==> src/rtl/ssr_pkg.sv <==
`default_nettype none
package ssr_pkg;
   // ***********************************************
   // timing
   // ***********************************************
   localparam int CLK_MHZ        = 125;
   localparam int TICK_SHORT_US  = 100;
   localparam int TICK_LONG_US   = 1000;
   localparam int TICK_SHORT_CYC = TICK_SHORT_US * CLK_MHZ;
   localparam int TICK_LONG_CYC  = TICK_LONG_US * CLK_MHZ;
   localparam logic [9:0] FIRST_OPEN_TICKS = 10'h258;
   localparam logic [1:0] RSP_LAST         = 2'h3;
   // ***********************************************
   // register map, byte offsets
   // ***********************************************
   localparam int ADDR_W = 6;
   localparam int CFG_N  = 6;
   localparam logic [2:0] CFG_ERR  = 3'h0;
   localparam logic [2:0] CFG_WD0  = 3'h1;
   localparam logic [2:0] CFG_WD1  = 3'h2;
   localparam logic [2:0] CFG_HB   = 3'h3;
   localparam logic [2:0] CFG_WIN0 = 3'h4;
   localparam logic [2:0] CFG_WIN1 = 3'h5;
   localparam logic [5:0] OFF_CFG_END  = 6'h18;
   localparam logic [5:0] OFF_WIN_STAT = 6'h18;
   localparam logic [5:0] OFF_HB_STAT0 = 6'h1C;
   localparam logic [5:0] OFF_HB_STAT1 = 6'h20;
   localparam logic [5:0] OFF_LOCK     = 6'h24;
   localparam logic [5:0] OFF_WIN_SVC  = 6'h28;
   localparam logic [5:0] OFF_HB_RSP   = 6'h2C;
   localparam logic [5:0] OFF_SUP_STAT = 6'h30;
   // ***********************************************
   // field positions
   // ***********************************************
   localparam int ERRM_EN_BIT  = 0;
   localparam int ERRM_LIM_LSB = 4;
   localparam int TICK_SEL_BIT = 0;
   localparam int WIN_EN_BIT   = 1;
   localparam int HB_EN_BIT    = 2;
   localparam int WIN_THR_LSB  = 0;
   localparam int HB_THR_LSB   = 4;
   // ***********************************************
   // reset values and codes
   // ***********************************************
   localparam logic [5:0][7:0] CFG_RST =
      {8'h0F, 8'h05, 8'h10, 8'h33, 8'h00, 8'h00};
   localparam logic [3:0][7:0] LOCK_KEY =
      {8'h12, 8'h56, 8'hEF, 8'hAB};
   localparam logic [2:0] CAUSE_ERR = 3'h1;
   localparam logic [2:0] CAUSE_WIN = 3'h2;
   localparam logic [2:0] CAUSE_HB  = 3'h4;

   typedef enum logic [3:0] {
      LK_K0 = 4'h1,
      LK_K1 = 4'h2,
      LK_K2 = 4'h4,
      LK_K3 = 4'h8
   } ssr_lock_t;

   typedef struct packed {
      logic            entry;
      logic [2:0]      cause;
   } ssr_event_t;

   typedef struct packed {
      logic            ack;
      logic [31:0]     rdata;
      ssr_lock_t       lk;
      logic [5:0][7:0] cfg;
      logic [5:0][7:0] shd;
      logic [16:0]     prs;
      logic [9:0]      win_cnt;
      logic            win_open;
      logic            win_first;
      logic [3:0]      win_err;
      logic [7:0]      hb_cnt;
      logic [1:0]      hb_rsp;
      logic            hb_late;
      logic [3:0]      hb_err;
      logic            err_act;
      logic            err_prev;
      logic [3:0]      err_cnt;
      ssr_event_t      ev;
   } ssr_state_t;

   localparam ssr_state_t STATE_RST = '{
      ack: 1'b0, rdata: 32'h0, lk: LK_K0, cfg: CFG_RST, shd: CFG_RST,
      prs: 17'h0, win_cnt: 10'h0, win_open: 1'b1, win_first: 1'b1,
      win_err: 4'h0, hb_cnt: 8'h0, hb_rsp: 2'h0, hb_late: 1'b0,
      hb_err: 4'h0, err_act: 1'b1, err_prev: 1'b1, err_cnt: 4'h0,
      ev: '{entry: 1'b0, cause: 3'h0}};
endpackage
`default_nettype wire

==> src/rtl/ssr_supervisor.sv <==
// Local design decisions: the register addresses and the Avalon-MM register port.
`timescale 1ns/1ps
`default_nettype none
module ssr_supervisor
#(
   parameter int TICK_SHORT_CYC_P = ssr_pkg::TICK_SHORT_CYC,
   parameter int TICK_LONG_CYC_P  = ssr_pkg::TICK_LONG_CYC
) (
   input  wire logic                  clk_sys_in,
   input  wire logic                  rst_n_in,
   input  wire logic                  ce_in,
   input  wire logic                  programming_support_pin_in,
   input  wire logic                  err_pin_in,
   input  wire logic [ssr_pkg::ADDR_W-1:0] avs_address_in,
   input  wire logic                  avs_read_in,
   input  wire logic                  avs_write_in,
   input  wire logic [31:0]           avs_writedata_in,
   output var  logic [31:0]           avs_readdata_out,
   output var  logic                  avs_waitrequest_out,
   output var  ssr_pkg::ssr_event_t   startup_out,
   output var  logic                  err_monitor_active_out
);
   import ssr_pkg::*;

   // ***********************************************
   // decoding helpers
   // ***********************************************
   function automatic logic cfg_hit(input logic [5:0] a);
      return a < OFF_CFG_END;
   endfunction

   function automatic logic at(input logic [5:0] a, input logic [5:0] off);
      return a == off;
   endfunction

   function automatic logic [31:0] read_word(
      input ssr_state_t s,
      input logic [5:0] a,
      input logic       programming_support_pin
   );
      logic [7:0] v;
      v = 8'h00;
      if (cfg_hit(a)) begin
         v = s.cfg[a[4:2]];
      end else if (at(a, OFF_WIN_STAT)) begin
         v = {2'h0, s.win_first, s.win_open, s.win_err};
      end else if (at(a, OFF_HB_STAT0)) begin
         v = {5'h00, s.hb_late, s.hb_rsp};
      end else if (at(a, OFF_HB_STAT1)) begin
         v = {4'h0, s.hb_err};
      end else if (at(a, OFF_LOCK)) begin
         v = {4'h0, s.lk};
      end else if (at(a, OFF_SUP_STAT)) begin
         v = {3'h0, programming_support_pin, s.err_act, s.ev.cause};
      end
      // unmapped and write-only offsets read as zero
      return {24'h000000, v};
   endfunction

   // ***********************************************
   // bus slave
   // ***********************************************
   ssr_state_t  q;
   ssr_state_t  n;
   logic        req;
   logic        wr;
   logic        tick;
   logic [16:0] tick_lim;

   assign req = avs_read_in | avs_write_in;
   // a request is answered on its second cycle, so writes act once
   assign wr  = avs_write_in & q.ack;
   assign avs_waitrequest_out = req & ~q.ack;
   assign avs_readdata_out    = q.rdata;
   assign startup_out         = q.ev;
   assign err_monitor_active_out = q.err_act;

   // ***********************************************
   // tick prescaler
   // ***********************************************
   // one shared prescaler serves all three timers, so their ticks stay
   // aligned and a retained tick select takes effect at once
   assign tick_lim = q.cfg[CFG_WD0][TICK_SEL_BIT] ?
                     17'(TICK_LONG_CYC_P - 1) : 17'(TICK_SHORT_CYC_P - 1);
   assign tick = (q.prs >= tick_lim);

   // ***********************************************
   // next state
   // ***********************************************
   always_comb begin
      logic       programming_support_pin;
      logic       win_en;
      logic       hb_en;
      logic       win_good;
      logic       win_bad;
      logic       win_fail;
      logic       hb_to;
      logic       hb_fail;
      logic       err_fail;
      logic [9:0] win_lim;
      programming_support_pin      = programming_support_pin_in;
      win_en   = q.cfg[CFG_WD0][WIN_EN_BIT];
      hb_en    = q.cfg[CFG_WD0][HB_EN_BIT];
      win_good = 1'b0;
      win_bad  = 1'b0;
      win_fail = 1'b0;
      hb_to    = 1'b0;
      hb_fail  = 1'b0;
      err_fail = 1'b0;
      win_lim  = 10'h000;
      n = q;
      n.ev.entry = 1'b0;

      n.ack = req & ~q.ack;
      // read data is refreshed by reads only, so a write leaves the
      // last read value standing for the master
      if (avs_read_in & ~q.ack) begin
         n.rdata = read_word(q, avs_address_in, programming_support_pin);
      end

      // protected registers land in a shadow first
      if (wr && cfg_hit(avs_address_in)) begin
         n.shd[avs_address_in[4:2]] = avs_writedata_in[7:0];
      end

      // any wrong key restarts the sequence
      if (wr && at(avs_address_in, OFF_LOCK)) begin
         n.lk = LK_K0;
         unique case (q.lk)
            LK_K0: begin
               if (avs_writedata_in[7:0] == LOCK_KEY[0]) n.lk = LK_K1;
            end
            LK_K1: begin
               if (avs_writedata_in[7:0] == LOCK_KEY[1]) n.lk = LK_K2;
            end
            LK_K2: begin
               if (avs_writedata_in[7:0] == LOCK_KEY[2]) n.lk = LK_K3;
            end
            LK_K3: begin
               if (avs_writedata_in[7:0] == LOCK_KEY[3]) begin
                  n.cfg = q.shd;
               end
            end
            default: n.lk = LK_K0;
         endcase
      end

      n.prs = tick ? 17'h00000 : q.prs + 17'h00001;

      // ***********************************************
      // window watchdog
      // ***********************************************
      if (q.win_first) begin
         win_lim = FIRST_OPEN_TICKS;
      end else if (q.win_open) begin
         win_lim = {2'h0, q.cfg[CFG_WIN1]};
      end else begin
         win_lim = {2'h0, q.cfg[CFG_WIN0]};
      end
      if (win_en) begin
         if (wr && at(avs_address_in, OFF_WIN_SVC)) begin
            win_good = q.win_open;
            win_bad  = ~q.win_open;
         end else if (tick) begin
            n.win_cnt = q.win_cnt + 10'h001;
            if (n.win_cnt >= win_lim) begin
               n.win_cnt = 10'h000;
               if (q.win_open) begin
                  win_bad = 1'b1;
               end else begin
                  n.win_open = 1'b1;
               end
            end
         end
      end
      if (win_good) begin
         n.win_first = 1'b0;
         n.win_open  = 1'b0;
         n.win_cnt   = 10'h000;
         if (q.win_err != 4'h0) n.win_err = q.win_err - 4'h1;
      end
      if (win_bad) begin
         // the long first window stays until a proper service
         n.win_open = q.win_first;
         n.win_cnt  = 10'h000;
         if (q.win_err != 4'hF) n.win_err = q.win_err + 4'h1;
         win_fail = q.win_err >= q.cfg[CFG_WD1][WIN_THR_LSB +: 4];
      end

      // ***********************************************
      // heartbeat watchdog
      // ***********************************************
      // a response written in a tick cycle costs that tick; the period is
      // long against one cycle, so the slip is accepted
      if (hb_en) begin
         if (wr && at(avs_address_in, OFF_HB_RSP)) begin
            n.hb_rsp = q.hb_rsp + 2'h1;
            if (q.hb_rsp == RSP_LAST) begin
               n.hb_cnt  = 8'h00;
               n.hb_late = 1'b0;
               if (q.hb_err != 4'h0) n.hb_err = q.hb_err - 4'h1;
            end
         end else if (tick) begin
            n.hb_cnt = q.hb_cnt + 8'h01;
            if (n.hb_cnt >= q.cfg[CFG_HB]) begin
               hb_to     = 1'b1;
               n.hb_cnt  = 8'h00;
               n.hb_late = 1'b1;
               if (q.hb_err != 4'hF) n.hb_err = q.hb_err + 4'h1;
            end
         end
      end
      if (hb_to) begin
         hb_fail = q.hb_err >= q.cfg[CFG_WD1][HB_THR_LSB +: 4];
      end

      // ***********************************************
      // error pin monitor, pin low means fault
      // ***********************************************
      n.err_prev = err_pin_in;
      if (!q.err_act && (err_pin_in != q.err_prev)) begin
         n.err_act = 1'b1;
      end
      if (!q.cfg[CFG_ERR][ERRM_EN_BIT] || !q.err_act || err_pin_in) begin
         n.err_cnt = 4'h0;
      end else if (tick) begin
         n.err_cnt = q.err_cnt + 4'h1;
         if (n.err_cnt >= q.cfg[CFG_ERR][ERRM_LIM_LSB +: 4]) begin
            err_fail  = 1'b1;
            n.err_cnt = 4'h0;
         end
      end

      // ***********************************************
      // forced startup entry
      // ***********************************************
      // timers keep running through an entry only with the support pin; without it CFG_RST clears all three enables
      if (err_fail | win_fail | hb_fail) begin
         n.ev.entry = 1'b1;
         n.ev.cause = (err_fail ? CAUSE_ERR : 3'h0) |
                      (win_fail ? CAUSE_WIN : 3'h0) |
                      (hb_fail ? CAUSE_HB : 3'h0);
         if (err_fail) begin
            // configs and statuses untouched here
            n.err_act = 1'b0;
         end
         if (programming_support_pin) begin
            if (win_fail) begin
               // heartbeat statuses and configs are kept
               n.win_err   = 4'h0;
               n.win_open  = 1'b1;
               n.win_cnt   = 10'h000;
               n.win_first = 1'b1;
            end
            if (hb_fail) begin
               // window status and configs are kept
               n.hb_err  = 4'h0;
               n.hb_late = 1'b0;
               n.hb_rsp  = q.hb_rsp;
            end
         end else begin
            // without the support pin the configs, lock and all window and heartbeat
            // registers fall back to reset class default; error monitor state is not reset
            n.cfg       = CFG_RST;
            n.shd       = CFG_RST;
            n.lk        = LK_K0;
            n.win_err   = 4'h0;
            n.win_open  = 1'b1;
            n.win_first = 1'b1;
            n.win_cnt   = 10'h000;
            n.hb_err    = 4'h0;
            n.hb_late   = 1'b0;
            n.hb_rsp    = 2'h0;
            n.hb_cnt    = 8'h00;
         end
      end
   end

   // ***********************************************
   // state register
   // ***********************************************
   always_ff @(posedge clk_sys_in or negedge rst_n_in) begin
      if (!rst_n_in) begin
         q <= STATE_RST;
      end else if (ce_in) begin
         q <= n;
      end
   end
endmodule
`default_nettype wire

==> config.mk <==
export PLATFORM = sky130hd
export DESIGN_NAME = ssr_supervisor
export DESIGN_NICKNAME = d
export VERILOG_FILES = /design/src/rtl/ssr_pkg.sv /design/src/rtl/ssr_supervisor.sv
export SDC_FILE = /design/constraint.sdc
export NUM_CORES = 1
export LEC_CHECK = 0
export BUFFER_PORTS_ARGS = -buffer_cell sky130_fd_sc_hd__buf_2
export CAP_MARGIN = 5
export CORE_UTILIZATION = 40
export DETAILED_ROUTE_END_ITERATION = 8
export SLEW_MARGIN = 40
export SYNTH_ARGS = -nofsm -noshare
export SYNTH_HDL_FRONTEND = slang
export SYNTH_SLANG_ARGS = --single-unit
==> constraint.sdc <==
create_clock -name clk_sys_in -period 3.6 [get_ports clk_sys_in]
set_input_delay 0.18 -clock clk_sys_in [delete_from_list [all_inputs] [get_ports clk_sys_in]]
set_output_delay 0.18 -clock clk_sys_in [all_outputs]
set_load 0.01 [all_outputs]
==> results.yml <==
sta:
  rsz0062_at_grt: "true"
  worst_slack_ns: -0.00882
  hold_violations: 0
  post-route-period-util: 1.00
  setup_tns_ns: -0.0454
  fmax_ghz: 0.277
  whs_ns: 0.0412
  layout_min_cycle_time_ns: 3.61
  drv_slew: 0
  max_slew_margin: 0.449
  clock_skew_ns: 0.00897
  finalSetupViolCount: 13
  worstMarginPinSlew_ns: 0.825
min_path:
  hold_path_class: "input port to flop"
  min_from: "err_pin_in"
worst_setup_path:
  r2r_start: "q[17]"
  crit_fanout: 18
  crit_required_ns: 3.92
  crit_type: "flop to flop"
  worst_setup_path_end_kind: "flop"
  critPathArrivalTime_ns: 3.93
  timing.critical_path.from: "q[17]"
  start_kind: "flop"
cts:
  cts.clk_slew.worst_paths_ns: 0.07
  cts_tree: "done"
  root_buffer: "clkbuf_16"
  htreeDepth: 4
  insertion_delay_ns: 0.44
  clock_path_buffers: 2
  numCtsBuffers: 17
  cts_sinks: 167
logic_synthesis:
  synth-async-reset-ratio: 1.00
  seq_area_frac_synth: 0.433
  yosys-mux-area-fraction: 0.0379
  synth-xor-area-share: 0.0234
  synth_ff_type: "dfrtp_1"
  synth-simple-area-share: 0.156
  synth_edf_count: 0
  syn_avg_cell_area_sq_um: 9.93
  ys_ff_latch: 167
  synth-adder-area-share: 0.0591
  yosysWarnings: 0
  syn_area_sq_um: 9730
  synthCells: 980
  ys_types: 78
  synth_compound_gate_area_share: 0.220
  synth_top_family_by_area: "compound AO/OA/AOI/OAI gates"
route:
  drc: 0
  drt_iter0_markers: 583
  wirelength_microns: 27600
  detail_route.wl_per_cell_microns: 20.0
  dr.pass1.iters: 5
  via_per_inst: 5.87
  antenna_left: 0
  vias: 8075
grt:
  grt_overflow_total: 0
  grt_pass1_wl_microns: 43100
  antenna_found_initial: 0
  grt_max_degree: 80
  grt_pass1_vias: 7598
  track_usage: 0.230
finish:
  diodes: 0
  area_growth_syn_to_layout_pct: 17.3
  fin_cells: 1376
  final_util: 0.482
  layout_common_cells: "138 x dfrtp_1, 77 x nand2_1, 74 x nor2_1"
  fin_area_sq_um: 11400
  final_common_cell: "dfrtp_1"
  layout-drive-gt1-share: 0.226
  nNetsFinal: 1135
floorplan:
  die-area_sq_um: 25000
  start_util: 0.411
  die_w_microns: 158
  ios: 83
  die_h_microns: 158
  coreArea_sq_um: 23700
  std_cell_rows: 56
placed_design:
  place_area_sq_um: 10500
  port_buffers: 34
  placed_cells: 1335
  gp_congestion: 0.879
  pre_cts_ws_ns: -0.169
  dp_hpwl_microns: 19700
power_and_ir_drop:
  leakagePower_nw: 5.01
  finalPower_mw: 4.57
  ir_drop_mv: 0.203
  power.density_nw_per_um2: 400
outcome:
  violations: "negative setup slack"
  status: "complete, but fails checks"
job:
  maxCapViolations: 0
[flip-flops by register name, summed over array words and instances (netlist names)]
register / cells
avs_readdata_out: 8
err_monitor_active_out: 1
q: 154
startup_out: 4
[layout make-up]
type / count / area [sq um]
flip-flops and latches: 167 / 4220
fillers: 2202 / 12300
well taps: 319 / 399
inverters: 45 / 169
clock inverters: 15 / 188
multi-input cells: 703 / 5160
clock buffers: 17 / 425
repair buffers: 110 / 855
[cell usage after synthesis (5+ instances only)]
cell type | instances | area share
nand2b_1 | 15 | 0.0096
or2_2 | 5 | 0.0032
mux2i_1 | 11 | 0.011
a21o_1 | 7 | 0.0054
xor2_1 | 12 | 0.011
a32o_1 | 33 | 0.034
xnor2_1 | 14 | 0.013
ha_1 | 46 | 0.059
a22o_1 | 46 | 0.041
and2_1 | 12 | 0.0077
dfstp_2 | 27 | 0.073
inv_1 | 43 | 0.017
buf_4 | 38 | 0.029
nand3_1 | 33 | 0.017
o22ai_1 | 5 | 0.0032
a31oi_1 | 8 | 0.0051
and3_1 | 12 | 0.0077
buf_6 | 5 | 0.0058
o21a_1 | 5 | 0.0039
a22oi_1 | 5 | 0.0039
nand3b_1 | 5 | 0.0039
buf_2 | 5 | 0.0026
nand4_1 | 14 | 0.0090
nor2_1 | 78 | 0.030
dfrtp_1 | 140 | 0.36
clkbuf_1 | 34 | 0.013
mux4_2 | 8 | 0.019
o2bb2ai_1 | 9 | 0.0081
a2bb2oi_1 | 5 | 0.0045
mux2_2 | 7 | 0.0081
o22a_1 | 10 | 0.0090
nor4_1 | 9 | 0.0058
o32a_1 | 6 | 0.0062
nand2_1 | 77 | 0.030
a21oi_1 | 34 | 0.017
a211oi_1 | 8 | 0.0062
buf_1 | 5 | 0.0019
nor3_1 | 15 | 0.0077
nor2b_1 | 5 | 0.0032
o21ai_0 | 42 | 0.022
o211ai_1 | 7 | 0.0054
[repair_timing]
item / in CTS / in global routing
endpoints found under the setup margin: 111 / 117
buffers inserted: 1 / 5
gates cloned: 0 / 3
endpoints found under the hold margin: 62 / 0
hold buffers: 1 / 0
resized for setup: 13 / 37
pin swaps: 5 / 12
[per-layer routing]
metal	track usage	up-vias	wire (microns)
li1	-	3743	-
met1	0.338	4031	13300
met2	0.346	259	12300
met3	0.0323	42	1330
met4	0.0760	0	617
met5	0	-	0
[worst paths after layout]
check	cells after the start	to	slack (ns)
worst max register to register	14	q[145]	-0.009
max in group asynchronous	3	q[8]	2.28
worst min-delay path	2	q[8]	0.04
worst min register to register	2	avs_readdata_out[3]	0.48
min in group asynchronous	2	q[19]	0.35
worst max-delay path	14	q[145]	-0.009
[cell families (layout without fill, tap and decap cells)]
group | count (synthesis) | in the layout
other cells | 1 | 24
xor+xnor | 26 | 26
flops | 167 | 167
buf+inv | 133 | 187
mux | 26 | 26
compound gates | 277 | 277
fa+ha+maj | 46 | 46
simple gates | 304 | 304
[worst max-delay path: stages (launching register included)]
cell and delay, ns:
dfrtp_2 0.41, ha_4 0.16, nand3_4 0.09, nor3_4 0.21
xor2_2 0.12, ha_1 0.33, nand4_1 0.10, o31a_1 0.33
or4_4 0.44, and2_4 0.18, a2111oi_4 0.39, clkbuf_16 0.22
nor2_4 0.07, buf_12 0.20, a22o_1 0.24
[report_power, final]
part           leakage, nW  switching (mW)  total (mW)  internal (mW)
combinational         2.57           0.263       0.470          0.206
clock                0.295           0.860        1.91           1.05
sequential            2.15           0.128        2.19           2.06
total                 5.01            1.25        4.57           3.32
Power figures use the tool's default switching activity.
